### src/stp_pkg.sv
// package for the serial toggle handshake port: offsets, fields, counts
// assumes a 32-bit apb slave with word aligned registers
package stp_pkg;

    // ----------------------------------------------------------------
    // register offsets (byte addresses)
    // ----------------------------------------------------------------
    localparam logic [11:0] OFF_CTRL     = 12'h000;
    localparam logic [11:0] OFF_STAT     = 12'h004;
    localparam logic [11:0] OFF_IRQ_ST   = 12'h008;
    localparam logic [11:0] OFF_IRQ_MASK = 12'h00c;
    localparam logic [11:0] OFF_OUT_BASE = 12'h040;
    localparam logic [11:0] OFF_IN_BASE  = 12'h080;

    // ----------------------------------------------------------------
    // control and status word fields
    // ----------------------------------------------------------------
    localparam int CW_TR   = 0;
    localparam int CW_RA   = 1;
    localparam int CW_IR   = 2;
    localparam int LEN_LSB = 8;
    localparam int SW_TA   = 0;
    localparam int SW_RR   = 1;
    localparam int SW_IA   = 2;
    localparam int SW_BF   = 3;
    localparam logic [15:0] CTRL_WMASK = 16'hff07;
    localparam logic [15:0] CTRL_RST   = 16'h0000;

    // ----------------------------------------------------------------
    // interrupt status bits
    // ----------------------------------------------------------------
    localparam int IRQ_TX   = 0;
    localparam int IRQ_RX   = 1;
    localparam int IRQ_INIT = 2;
    localparam int IRQ_OVF  = 3;
    localparam int IRQ_W    = 4;
    localparam logic [3:0] IRQ_RST = 4'h0;

    // ----------------------------------------------------------------
    // array sizes and counts
    // ----------------------------------------------------------------
    localparam int LEN_W = 7;
    localparam logic [6:0] FILL_MAX       = 7'h40;
    localparam logic [2:0] INIT_CYCLES    = 3'h4;
    localparam logic [7:0] RX_IDLE_CYCLES = 8'h20;

    // ----------------------------------------------------------------
    // transmit sequencer states
    // ----------------------------------------------------------------
    typedef enum logic [3:0] {
        TX_IDLE  = 4'b0001,
        TX_FETCH = 4'b0010,
        TX_LOAD  = 4'b0100,
        TX_SEND  = 4'b1000
    } stp_tx_state_t;

endpackage

### src/stp_port.sv
// serial toggle handshake port: control/status words and two byte arrays
// assumes apb master on pclk and a serial byte engine on the same clock
//
// Summary of operation
// - control word, status word, 64-byte arrays
// - port flips tx accepted after sending bytes
// - port sets input length, flips rx request
// - no new receive data until rx accepted
// - init blocks traffic and empties the input array; output array keeps its bytes
// - init accepted set when init done
// - init accepted cleared once request is low
// - buffer full shown, further bytes dropped
// - status upper field gives valid byte count
`timescale 1ns/1ps
module stp_port
(
    // clock and reset
    input  wire logic                 pclk,
    input  wire logic                 presetn,
    // apb slave
    input  wire logic                 psel,
    input  wire logic                 penable,
    input  wire logic                 pwrite,
    input  wire logic [11:0]          paddr,
    input  wire logic [31:0]          pwdata,
    output logic      [31:0]          prdata,
    output logic                      pready,
    output logic                      pslverr,
    // serial transmit bytes
    output logic      [7:0]           tx_data,
    output logic                      tx_valid,
    input  wire logic                 tx_ready,
    // serial receive bytes
    input  wire logic [7:0]           rx_data,
    input  wire logic                 rx_valid,
    // interrupt
    output logic                      irq
);
    import stp_pkg::*;

    // ----------------------------------------------------------------
    // declarations
    // ----------------------------------------------------------------
    logic [15:0]      ctrl_r;
    logic [IRQ_W-1:0] irq_st_r;
    logic [IRQ_W-1:0] irq_mask_r;
    logic [IRQ_W-1:0] irq_set;
    logic [31:0]      prdata_r;
    logic [31:0]      rd_mux;
    logic [31:0]      in_rdata;
    logic [31:0]      out_rdata;
    logic             rd_ack_r;
    logic             acc;
    logic             wr;
    logic             aligned;
    logic             hit_ctrl;
    logic             hit_stat;
    logic             hit_ist;
    logic             hit_imask;
    logic             hit_out;
    logic             hit_in;
    logic             mapped;
    logic [15:0]      stat_word;
    logic             ir;
    logic             ir_prev_r;
    logic             ir_rise;
    logic             init_active_r;
    logic [2:0]       init_cnt_r;
    logic             ia_r;
    logic             ia_set;
    logic             blk;
    stp_tx_state_t    tx_state_r;
    logic [LEN_W-1:0] tx_idx_r;
    logic [LEN_W-1:0] tx_len_r;
    logic [LEN_W-1:0] ol_len;
    logic [7:0]       tx_data_r;
    logic             tx_valid_r;
    logic             ta_r;
    logic             tr_pend;
    logic             tr_take;
    logic             tx_last;
    logic             tx_done;
    logic [LEN_W-1:0] fill_r;
    logic [LEN_W-1:0] il_r;
    logic             rr_r;
    logic             rx_pend_r;
    logic [7:0]       idle_cnt_r;
    logic             ra_pend;
    logic             ra_take;
    logic             rx_full;
    logic             rx_accept;
    logic             rx_drop;
    logic             rx_announce;

    // ----------------------------------------------------------------
    // apb decode and handshake
    // ----------------------------------------------------------------
    assign acc       = psel && penable;
    assign wr        = acc && pwrite;
    assign aligned   = (paddr[1:0] == 2'b00);
    assign hit_ctrl  = aligned && (paddr == OFF_CTRL);
    assign hit_stat  = aligned && (paddr == OFF_STAT);
    assign hit_ist   = aligned && (paddr == OFF_IRQ_ST);
    assign hit_imask = aligned && (paddr == OFF_IRQ_MASK);
    assign hit_out   = aligned && (paddr[11:6] == OFF_OUT_BASE[11:6]);
    assign hit_in    = aligned && (paddr[11:6] == OFF_IN_BASE[11:6]);
    assign mapped    = hit_ctrl || hit_stat || hit_ist || hit_imask
                       || hit_out || hit_in;
    assign pready    = pwrite || rd_ack_r;   // reads take one wait state
    assign pslverr   = acc && pready && !mapped;
    assign prdata    = prdata_r;

    // status word: length above, handshake bits below
    assign stat_word = {1'b0, il_r, 4'h0, rx_full, ia_r, rr_r, ta_r};

    // read data select
    always_comb
    begin
        rd_mux = 32'h0000_0000;
        if (hit_ctrl)
            rd_mux = {16'h0000, ctrl_r};
        else if (hit_stat)
            rd_mux = {16'h0000, stat_word};
        else if (hit_ist)
            rd_mux = {28'h0000000, irq_st_r};
        else if (hit_imask)
            rd_mux = {28'h0000000, irq_mask_r};
        else if (hit_in)
            rd_mux = in_rdata;
    end

    // read data captured in the first access cycle
    always_ff @(posedge pclk or negedge presetn)
    begin
        if (!presetn)
        begin
            rd_ack_r <= 1'b0;
            prdata_r <= 32'h0000_0000;
        end
        else if (acc && !pwrite && !rd_ack_r)
        begin
            rd_ack_r <= 1'b1;
            prdata_r <= rd_mux;
        end
        else
            rd_ack_r <= 1'b0;
    end

    // ----------------------------------------------------------------
    // software registers
    // ----------------------------------------------------------------
    // host control word; reserved bits stay zero
    always_ff @(posedge pclk or negedge presetn)
    begin
        if (!presetn)
            ctrl_r <= CTRL_RST;
        else if (wr && hit_ctrl)
            ctrl_r <= pwdata[15:0] & CTRL_WMASK;
    end

    // sticky events, write one to clear, set wins
    assign irq_set = {rx_drop, ia_set, rx_announce, tx_done};
    always_ff @(posedge pclk or negedge presetn)
    begin
        if (!presetn)
            irq_st_r <= IRQ_RST;
        else if (wr && hit_ist)
            irq_st_r <= (irq_st_r & ~pwdata[IRQ_W-1:0]) | irq_set;
        else
            irq_st_r <= irq_st_r | irq_set;
    end

    // interrupt mask
    always_ff @(posedge pclk or negedge presetn)
    begin
        if (!presetn)
            irq_mask_r <= IRQ_RST;
        else if (wr && hit_imask)
            irq_mask_r <= pwdata[IRQ_W-1:0];
    end

    assign irq = |(irq_st_r & irq_mask_r);

    // ----------------------------------------------------------------
    // init request and acknowledge
    // ----------------------------------------------------------------
    assign ir      = ctrl_r[CW_IR];
    assign ir_rise = ir && !ir_prev_r;
    assign blk     = init_active_r || ir;
    assign ia_set  = init_active_r && !ia_r
                     && (init_cnt_r == INIT_CYCLES - 3'h1);

    // previous init request level
    always_ff @(posedge pclk or negedge presetn)
    begin
        if (!presetn)
            ir_prev_r <= 1'b0;
        else
            ir_prev_r <= ir;
    end

    // init sequence: count, accept, release
    always_ff @(posedge pclk or negedge presetn)
    begin
        if (!presetn)
        begin
            init_active_r <= 1'b0;
            init_cnt_r    <= 3'h0;
            ia_r          <= 1'b0;
        end
        else if (ir_rise && !init_active_r)
        begin
            init_active_r <= 1'b1;
            init_cnt_r    <= 3'h0;
            ia_r          <= 1'b0;
        end
        else if (ia_set)
            ia_r <= 1'b1;
        else if (init_active_r && !ia_r)
            init_cnt_r <= init_cnt_r + 3'h1;
        else if (ia_r && !ir)
        begin
            ia_r          <= 1'b0;
            init_active_r <= 1'b0;
        end
    end

    // ----------------------------------------------------------------
    // transmit side
    // ----------------------------------------------------------------
    stp_toggle_det u_tr_det
    (
        .pclk    (pclk),
        .presetn (presetn),
        .bit_in  (ctrl_r[CW_TR]),
        .consume (tr_take),
        .resync  (blk),
        .pending (tr_pend)
    );

    stp_word_mem u_out_mem
    (
        .pclk    (pclk),
        .presetn (presetn),
        .we      ({4{wr && hit_out}}),
        .waddr   (paddr[5:2]),
        .wdata   (pwdata),
        .raddr   (tx_idx_r[5:2]),
        .rdata   (out_rdata)
    );

    // output length, clipped to the array size
    assign ol_len  = (ctrl_r[15:LEN_LSB] > {1'b0, FILL_MAX}) ? FILL_MAX
                     : ctrl_r[LEN_LSB +: LEN_W];
    assign tr_take = tr_pend && (tx_state_r == TX_IDLE) && !blk;
    assign tx_last = tx_valid_r && tx_ready
                     && (tx_idx_r + 7'h1 == tx_len_r);
    assign tx_done = (tr_take && ol_len == 0)
                     || ((tx_state_r == TX_SEND) && tx_last);
    assign tx_data  = tx_data_r;
    assign tx_valid = tx_valid_r;

    // transmit sequencer: fetch, load, hand each byte over
    always_ff @(posedge pclk or negedge presetn)
    begin
        if (!presetn)
        begin
            tx_state_r <= TX_IDLE;
            tx_idx_r   <= 7'h00;
            tx_len_r   <= 7'h00;
            tx_data_r  <= 8'h00;
            tx_valid_r <= 1'b0;
            ta_r       <= 1'b0;
        end
        else if (blk)
        begin
            tx_state_r <= TX_IDLE;
            tx_idx_r   <= 7'h00;
            tx_valid_r <= 1'b0;
        end
        else
        begin
            case (tx_state_r)
                TX_IDLE:
                begin
                    if (tr_take)
                    begin
                        tx_len_r <= ol_len;
                        tx_idx_r <= 7'h00;
                        if (ol_len == 0)
                            ta_r <= ~ta_r;
                        else
                            tx_state_r <= TX_FETCH;
                    end
                end
                TX_FETCH:
                    tx_state_r <= TX_LOAD;
                TX_LOAD:
                begin
                    tx_data_r  <= out_rdata[{tx_idx_r[1:0], 3'b000} +: 8];
                    tx_valid_r <= 1'b1;
                    tx_state_r <= TX_SEND;
                end
                TX_SEND:
                begin
                    if (tx_ready)
                    begin
                        tx_valid_r <= 1'b0;
                        if (tx_last)
                        begin
                            ta_r       <= ~ta_r;
                            tx_state_r <= TX_IDLE;
                        end
                        else
                        begin
                            tx_idx_r   <= tx_idx_r + 7'h1;
                            tx_state_r <= TX_FETCH;
                        end
                    end
                end
                default:
                    tx_state_r <= TX_IDLE;
            endcase
        end
    end

    // ----------------------------------------------------------------
    // receive side
    // ----------------------------------------------------------------
    stp_toggle_det u_ra_det
    (
        .pclk    (pclk),
        .presetn (presetn),
        .bit_in  (ctrl_r[CW_RA]),
        .consume (ra_take),
        .resync  (blk),
        .pending (ra_pend)
    );

    stp_word_mem u_in_mem
    (
        .pclk    (pclk),
        .presetn (presetn),
        .we      (rx_accept ? (4'h1 << fill_r[1:0]) : 4'h0),
        .waddr   (fill_r[5:2]),
        .wdata   ({4{rx_data}}),
        .raddr   (paddr[5:2]),
        .rdata   (in_rdata)
    );

    assign ra_take     = ra_pend && !blk;
    assign rx_full     = (fill_r == FILL_MAX);
    // no copy while a block waits for its acknowledge
    assign rx_accept   = rx_valid && !blk && !rx_pend_r && !rx_full;
    assign rx_drop     = rx_valid && !blk && !rx_accept;
    assign rx_announce = !blk && !rx_pend_r && (fill_r != 0) && !rx_accept
                         && (rx_full || idle_cnt_r == RX_IDLE_CYCLES);

    // receive block: collect, announce, wait for acknowledge
    always_ff @(posedge pclk or negedge presetn)
    begin
        if (!presetn)
        begin
            fill_r    <= 7'h00;
            il_r      <= 7'h00;
            rr_r      <= 1'b0;
            rx_pend_r <= 1'b0;
        end
        else if (blk)
        begin
            fill_r    <= 7'h00;
            il_r      <= 7'h00;
            rx_pend_r <= 1'b0;
        end
        else if (ra_take && rx_pend_r)
        begin
            rx_pend_r <= 1'b0;
            fill_r    <= 7'h00;
        end
        else if (rx_announce)
        begin
            il_r      <= fill_r;
            rr_r      <= ~rr_r;
            rx_pend_r <= 1'b1;
        end
        else if (rx_accept)
            fill_r <= fill_r + 7'h1;
    end

    // quiet time on the receive stream before a block is announced
    always_ff @(posedge pclk or negedge presetn)
    begin
        if (!presetn)
            idle_cnt_r <= 8'h00;
        else if (blk || rx_accept)
            idle_cnt_r <= 8'h00;
        else if (idle_cnt_r != RX_IDLE_CYCLES)
            idle_cnt_r <= idle_cnt_r + 8'h01;
    end
endmodule

### src/stp_toggle_det.sv
// toggle detector: flags a handshake bit that differs from its last copy
// assumes bit_in comes from logic on pclk
`timescale 1ns/1ps
module stp_toggle_det
(
    // clock and reset
    input  wire logic pclk,
    input  wire logic presetn,
    // handshake bit and control
    input  wire logic bit_in,
    input  wire logic consume,
    input  wire logic resync,
    // pending event
    output logic      pending
);

    logic seen_r;

    // copy follows the bit when the event is taken or on resync
    always_ff @(posedge pclk or negedge presetn)
    begin
        if (!presetn)
            seen_r <= 1'b0;
        else if (consume || resync)
            seen_r <= bit_in;
    end

    // any difference is one event until consumed
    assign pending = bit_in ^ seen_r;

endmodule

### src/stp_word_mem.sv
// sixteen word memory with byte write enables and registered read data
// assumes both ports on pclk
`timescale 1ns/1ps
module stp_word_mem
(
    // clock and reset
    input  wire logic        pclk,
    input  wire logic        presetn,
    // write port
    input  wire logic [3:0]  we,
    input  wire logic [3:0]  waddr,
    input  wire logic [31:0] wdata,
    // read port
    input  wire logic [3:0]  raddr,
    output logic      [31:0] rdata
);

    logic [31:0] mem [16];

    // byte lane writes
    always_ff @(posedge pclk)
    begin
        for (int i = 0; i < 4; i++)
            if (we[i])
                mem[waddr][i*8 +: 8] <= wdata[i*8 +: 8];
    end

    // registered read
    always_ff @(posedge pclk or negedge presetn)
    begin
        if (!presetn)
            rdata <= 32'h0000_0000;
        else
            rdata <= mem[raddr];
    end

endmodule

### config.mk
export PLATFORM = sky130hd
export DESIGN_NAME = stp_port
export DESIGN_NICKNAME = d
export VERILOG_FILES = /design/src/stp_pkg.sv /design/src/stp_port.sv /design/src/stp_toggle_det.sv /design/src/stp_word_mem.sv
export SDC_FILE = /design/constraint.sdc
export NUM_CORES = 1
export LEC_CHECK = 0
export BUFFER_PORTS_ARGS = -buffer_cell sky130_fd_sc_hd__buf_2
export CAP_MARGIN = 20
export CORE_ASPECT_RATIO = 1.25
export CORE_UTILIZATION = 49
export DETAILED_ROUTE_END_ITERATION = 6
export PLACE_DENSITY = 0.75
export SETUP_SLACK_MARGIN = 0.4
export SLEW_MARGIN = 10
export SYNTH_ARGS = -nofsm -noshare
export SYNTH_HDL_FRONTEND = slang
export SYNTH_SLANG_ARGS = --single-unit
### constraint.sdc
create_clock -name pclk -period 2.4 [get_ports pclk]
set_clock_uncertainty 0.1 [all_clocks]
set_input_delay 0.24 -clock pclk [delete_from_list [all_inputs] [get_ports pclk]]
set_output_delay 0.24 -clock pclk [all_outputs]
set_load 0.05 [all_outputs]
# Word level (Yosys, flattened, before mapping)
# Memories as Yosys holds them, arrays and structs flattened. A register that Yosys moved wholly into a read port is not among the register bits.
# Cells that the tools add are included.
# word_totals
ram_bits	1024
n_memories	2
out_inout_bits	44
register_bits	112
wordCells	217
# op_classes
reduce_logical	89
eq_ne	27
shift	2
n_bitwise	11
add_sub_neg	4
muxes	59
order_cmp	1
# mem_list
name	depth	width	read_ports	rd_ports_with_merged_regs	write_ports	line	rtl
u_in_mem.mem	16	32	1	1	1	stp_word_mem.sv:18	logic [31:0] mem [16];
u_out_mem.mem	16	32	1	1	1	stp_word_mem.sv:18	
# ops
op	count
$mux 32	5
$mux 7	12
$logic_and 1x1->1	37
$shiftx 32x6->8	1
$mux 1	26
$eq 12x4->1 const B	2
$mux 4	6
$mux 8	2
$pmux 4 s4	1
$reduce_bool 3->1	5
$add 7x1->7 const B	2
$pmux 7 s2	1
$logic_not 1->1	13
$eq 12x3->1 const B	1
$logic_not 12->1	1
$logic_or 1x1->1	12
$ne 3x3->1 const B	4
$reduce_and 2->1	6
$reduce_and 3->1	4
$reduce_bool 2->1	5
$mux 3	3
$add 8x1->8 const B	1
$and 4x4->4	2
$eq 8x6->1 const B	1
other kinds (28)	40

# Longest topological paths before layout
# depth
ltp_word	11
mapped_depth	9

# Modules after synthesis
# A second synthesis with hierarchy kept.
# hier_totals
cells_unflattened	2351
area_unflattened_um2	46335.7
# modules_own_cells
module	seq_area_each_um2	cells_per_inst	n_inst	area_per_inst_um2
stp_word_mem	16175.5	905	2	20404.6
stp_port	2753.9	533	1	5429.0
stp_toggle_det	25.0	4	2	48.8

# Worst setup path before layout
# No wires, ideal clock.
# synth_timing
kind	input-to-reg
startpoint	in paddr[1]
endpoint	mem u_out_mem.mem[1][0] (enable)
arrival_ns	3.573
path_stages	5
path_slack_ns	-1.734
path_cell_list	nor4_2 -> nand2_1 -> nor4_1 -> nand3b_1 -> nor3_1
# synth_via
elab_chain_len	5
# synth_rtl
item	line	rtl
start, declared	stp_port.sv:24	input wire logic [11:0] paddr,
$logic_not 2->1	stp_port.sv:100	assign aligned = (paddr[1:0] == 2'b00);
$logic_and 1x1->1	stp_port.sv:105	assign hit_out = aligned && (paddr[11:6] == OFF_OUT_BASE[11:6]);
$logic_and 1x1->1	stp_port.sv:245	.we ({4{wr && hit_out}}),
$mux 1	stp_word_mem.sv:24	if (we[i])
$mux 1 (implied by the code)	stp_word_mem.sv:25	mem[waddr][i*8 +: 8] <= wdata[i*8 +: 8];
end, declared	stp_word_mem.sv:18	
# Every way passes these cells.

# Worst setup path after layout
# layout_timing
startpoint	reg fill_r[3]
endpoint	mem u_in_mem.mem[15][1] (enable)
# layout_via
elab_chain_len	6
# layout_rtl
item	line	rtl
start, declared	stp_port.sv:83	logic [LEN_W-1:0] fill_r;
start signal, assigned	stp_port.sv:387	fill_r <= fill_r + 7'h1;
$eq 7x7->1	stp_port.sv:352	assign rx_full = (fill_r == FILL_MAX);
$logic_not 1->1	stp_port.sv:354	assign rx_accept = rx_valid && !blk && !rx_pend_r && !rx_full;
$logic_and 1x1->1	stp_port.sv:354	
$mux 4	stp_port.sv:344	.we (rx_accept ? (4'h1 << fill_r[1:0]) : 4'h0),
$mux 1	stp_word_mem.sv:24	
$mux 1 (implied by the code)	stp_word_mem.sv:25	
end, declared	stp_word_mem.sv:18	
# Parallel ways exist; a longest one is shown, timed or not.

==> impl_metrics.env <==
export IMPL_status="finished clean"
export IMPL_drv_slew=0
export IMPL_power_share_switching_pct=29.45
export IMPL_gpl_final_weighted_congestion=0.8468
export IMPL_yosys_most_used_dff="sky130_fd_sc_hd__edfxtp_1"
export IMPL_slowest_stage_delay_cp_ps=660
export IMPL_rsz0062_at_grt="true"
export IMPL_worst_path_dominant_cell_family="simple AND/OR/NAND/NOR gates"
export IMPL_cts_reportedPaths_clkPinSlew_ps=60
export IMPL_final_antenna_net_count=0
export IMPL_reg_to_reg_setup_timing_slack_ps=190
export IMPL_post_synth_num_cell_types=67
export IMPL_port_buffers=102
export IMPL_netlist_instances=2363
export IMPL_worst_slew_pin_slew_ps=805.0
export IMPL_syn_mean_instance_area_um2=19.58
export IMPL_num_nets_final=2828
export IMPL_fmax_mhz=452.4
export IMPL_critical_path_endpoint_type="flip-flop"
export IMPL_max_vdd_ir_drop_uv=761.8
export IMPL_seq_area_frac_synth_pct=75.99
export IMPL_inserted_clock_buffers=111
export IMPL_routed_wire_length_per_instance_um=29.15
export IMPL_layout_worst_path_cycle_share_pct=92.10
export IMPL_cts_tree="built"
export IMPL_clock_tree_buffer_depth=3
export IMPL_share_of_flip_flops_with_an_asynchronous_set_or_reset_pct=14.67
export IMPL_grt_most_used_layer="met2"
export IMPL_final_design_area_no_fill_um2=56900
export IMPL_critPathKind="flip-flop to flip-flop"
export IMPL_dieHeight_um=345.5
export IMPL_global_route_usage_met1_pct=29.30
export IMPL_grt_use_total_pct=22.84
export IMPL_overflow=0
export IMPL_avgViaCountPerCell=6.265
export IMPL_worst_slack_at_placement_ps=-10.41
export IMPL_grt_antenna_before_repair=6
export IMPL_cpMaxStageDelayCell="sky130_fd_sc_hd__nand4_1"
export IMPL_worstPathRequired_ps=2680
export IMPL_vias=25470
export IMPL_half_perimeter_wire_length_after_placement_um=69270
export IMPL_grt_use_met2_pct=39.36
export IMPL_postRouteWirelength_um=118500
export IMPL_standard_cell_core_area_um2=93210
export IMPL_ffs_latches_synth=1200
export IMPL_die_area_um2=95660
export IMPL_timing_rr_end="u_in_mem.mem[15][1]"
export IMPL_power_switching_mw=16.73
export IMPL_timing_reg2reg_worst_path_depth=4
export IMPL_power_clock_fraction_pct=31.4
export IMPL_postPlaceCellArea_um2=50090
export IMPL_remaining_drc_errors=0
export IMPL_number_of_synthesized_flops_with_an_enable_pin=1024
export IMPL_relative_contribution_of_sequential_cells_to_total_power_pct=42.7
export IMPL_insertion_delay_ps=700
export IMPL_cell_internal_pwr_mw=40.07
export IMPL_critical_path_max_fanout=8
export IMPL_cts_sinks=1200
export IMPL_rr_startpoint="fill_r[3]"
export IMPL_synth_nets=2431
export IMPL_global_routing_met3_resource_utilization_pct=4.249
export IMPL_initial_utilization_pct=49.63
export IMPL_timing_critical_path_buf_inv=2
export IMPL_placementRows=125
export IMPL_h_tree_levels=3
export IMPL_final_critical_path_setup_slack_ps=189.5
export IMPL_hold_class="input pin to async pin"
export IMPL_arrival_ps=2490
export IMPL_max_cap_violations=0
export IMPL_synth_cell_area_um2=46260
export IMPL_post_route_min_period_ps=2210
export IMPL_grt_pass1_wl_um=162800
export IMPL_startpoint_type="flip-flop"
export IMPL_timing_final_hold_violations=0
export IMPL_drt_pre_antenna_iters=6
export IMPL_synth_largest_area_cell="sky130_fd_sc_hd__edfxtp_1"
export IMPL_root_buffer="sky130_fd_sc_hd__clkbuf_16"
export IMPL_first_global_vias=25350
export IMPL_synth_top_area_share_pct=66.46
export IMPL_drt_first_iter_violations=3076
export IMPL_slew_limit_headroom_pct=46.18
export IMPL_chipWidth_um=276.8
export IMPL_io_pins=103
export IMPL_syn2layout_area_growth_pct=22.99
export IMPL_drive_gt1_share_pct=36.45
export IMPL_finalSetupViolCount=0
export IMPL_p_comb_share_pct=25.9
export IMPL_grt_max_degree=65
export IMPL_post_synth_main_area_contributors="sky130_fd_sc_hd__edfxtp_1 (66%), sky130_fd_sc_hd__mux4_2 (11%), sky130_fd_sc_hd__dfrtp_1 (9.5%)"
export IMPL_crit_path_cell_trace="buf_4, nand4_1, nor2_4, buf_6"
export IMPL_finalPower_mw=56.79
export IMPL_yosys_warnings=0
export IMPL_pwr_density_cell_nw_per_um2=998.1
export IMPL_p_leak_nw=19.72
export IMPL_final_hold_worst_slack_ps=14.24
==> cell type report <==
cell class | instances | area (um^2)
diodes | 3 | 7.507
clock buffers | 150 | 3119
clock inverters | 59 | 568.0
fillers | 6078 | 36310
inverters | 20 | 75.07
multi-input cells | 1026 | 12150
flip-flops and latches | 1200 | 35160
well taps | 1206 | 1509
repair buffers | 401 | 4312
==> synth_stat cells, types with 6 or more instances <==
cell type	number
sky130_fd_sc_hd__edfxtp_1	1024
sky130_fd_sc_hd__mux4_2	232
sky130_fd_sc_hd__dfrtp_1	175
sky130_fd_sc_hd__nor2_1	132
sky130_fd_sc_hd__mux2i_1	130
sky130_fd_sc_hd__nand2_1	130
sky130_fd_sc_hd__a221oi_1	65
sky130_fd_sc_hd__clkbuf_1	62
sky130_fd_sc_hd__nand3_1	55
sky130_fd_sc_hd__buf_2	50
sky130_fd_sc_hd__o21ai_0	47
sky130_fd_sc_hd__a22oi_1	40
sky130_fd_sc_hd__mux2_2	21
sky130_fd_sc_hd__inv_1	19
sky130_fd_sc_hd__nor3_1	17
sky130_fd_sc_hd__xnor2_1	13
sky130_fd_sc_hd__xor2_1	12
sky130_fd_sc_hd__o21ai_1	10
sky130_fd_sc_hd__ha_1	9
sky130_fd_sc_hd__nand2b_1	9
sky130_fd_sc_hd__a22o_1	8
sky130_fd_sc_hd__a21oi_1	7
sky130_fd_sc_hd__a31oi_1	7
sky130_fd_sc_hd__a211oi_1	6
sky130_fd_sc_hd__buf_1	6
==> power groups by stage <==
| stage | registers [mW] | logic [mW] | clock network, mW |
|---|---|---|---|
| 2_1_floorplan | 24.6 | 6.66 | 0 |
| 3_3_place_gp | 24.6 | 10.2 | 0 |
| 3_5_place_dp | 24.6 | 10.4 | 0 |
| 4_1_cts | 24.2 | 11.2 | 17.9 |
| 5_1_grt | 24.3 | 15.3 | 18.7 |
| 6_report | 24.2 | 14.7 | 17.8 |
==> through the flow <==
stage          instances  util (%)  TNS [ps]
5_1_grt             4062     61.03         0
4_1_cts             4012     58.95         0
2_1_floorplan       2363         -    -34230
3_3_place_gp        3737     53.74         0
3_5_place_dp        3737     53.74    -108.5
6_report            4065     61.04         0
==> how the worst max path moves through the flow <==
| stage | from | to | slack, ps | cells after the start |
|---|---|---|---|---|
| floorplan | paddr[1] | u_out_mem.mem[1][0] | -340 | 5 |
| global placement | paddr[1] | u_out_mem.mem[5][10] | 6 | 9 |
| detailed placement | paddr[1] | u_out_mem.mem[3][25] | -10 | 9 |
| CTS | tx_idx_r[0] | tx_idx_r[2] | 270 | 7 |
| global route | tx_idx_r[0] | tx_idx_r[2] | 160 | 7 |
| finish | fill_r[3] | u_in_mem.mem[15][1] | 190 | 4 |
==> metal layers <==
metal | vias to the layer above | wire [um]
met5 | - | 21
met4 | 4 | 4529
met3 | 269 | 10240
met2 | 1474 | 61820
met1 | 13330 | 41900
li1 | 10400 | -
==> registers in the layout (all words and copies together) (netlist names), 3 cells and up <==
register and cells:
ctrl_r 11, fill_r 7, idle_cnt_r 8, il_r 7
init_cnt_r 3, irq_mask_r 4, irq_st_r 4, prdata 32
tx_data 8, tx_idx_r 7, tx_len_r 7, tx_state_r 4
u_in_mem.mem 512, u_in_mem.rdata 32, u_out_mem.mem 512, u_out_mem.rdata 32
==> kinds of logic (layout without fill, tap and decap cells) <==
| logic type | count (synthesis) | after routing | synth area share, % |
|---|---|---|---|
| flip-flops | 1200 | 1200 | 75.99 |
| multiplexers | 388 | 388 | 14.74 |
| AND/OR/NAND/NOR | 383 | 385 | 3.729 |
| AO/OA/AOI/OAI | 218 | 219 | 3.540 |
| buffers and inverters | 140 | 630 | 1.287 |
| XOR/XNOR | 25 | 25 | 0.4733 |
| adder cells (fa/ha/maj) | 9 | 9 | 0.2434 |
| other | 0 | 3 | 0 |
==> timing repair <==
action | 4_1_cts | 5_1_grt
resized for setup | 120 | 261
endpoints found under the hold margin | 799 | 2
cloned | 4 | 20
buffers inserted | 19 | 29
setup endpoints to repair | 568 | 598
hold buffers | 43 | 1
pin swaps | 33 | 84
==> cell usage in the layout, fill, tap and decap left out, types with 44 or more instances in the layout <==
master,netlist,final
sky130_fd_sc_hd__clkbuf_16,0,130
sky130_fd_sc_hd__buf_2,50,95
sky130_fd_sc_hd__nor2_4,0,78
sky130_fd_sc_hd__nand2_1,130,113
sky130_fd_sc_hd__mux2i_1,130,123
sky130_fd_sc_hd__buf_4,2,113
sky130_fd_sc_hd__mux4_2,232,232
sky130_fd_sc_hd__buf_12,0,61
sky130_fd_sc_hd__buf_6,0,58
sky130_fd_sc_hd__nand3_1,55,49
sky130_fd_sc_hd__a221oi_2,0,52
sky130_fd_sc_hd__dlygate4sd3_1,0,44
sky130_fd_sc_hd__dfrtp_1,175,172
sky130_fd_sc_hd__edfxtp_1,1024,1024
(Power assumes the default switching activity.)
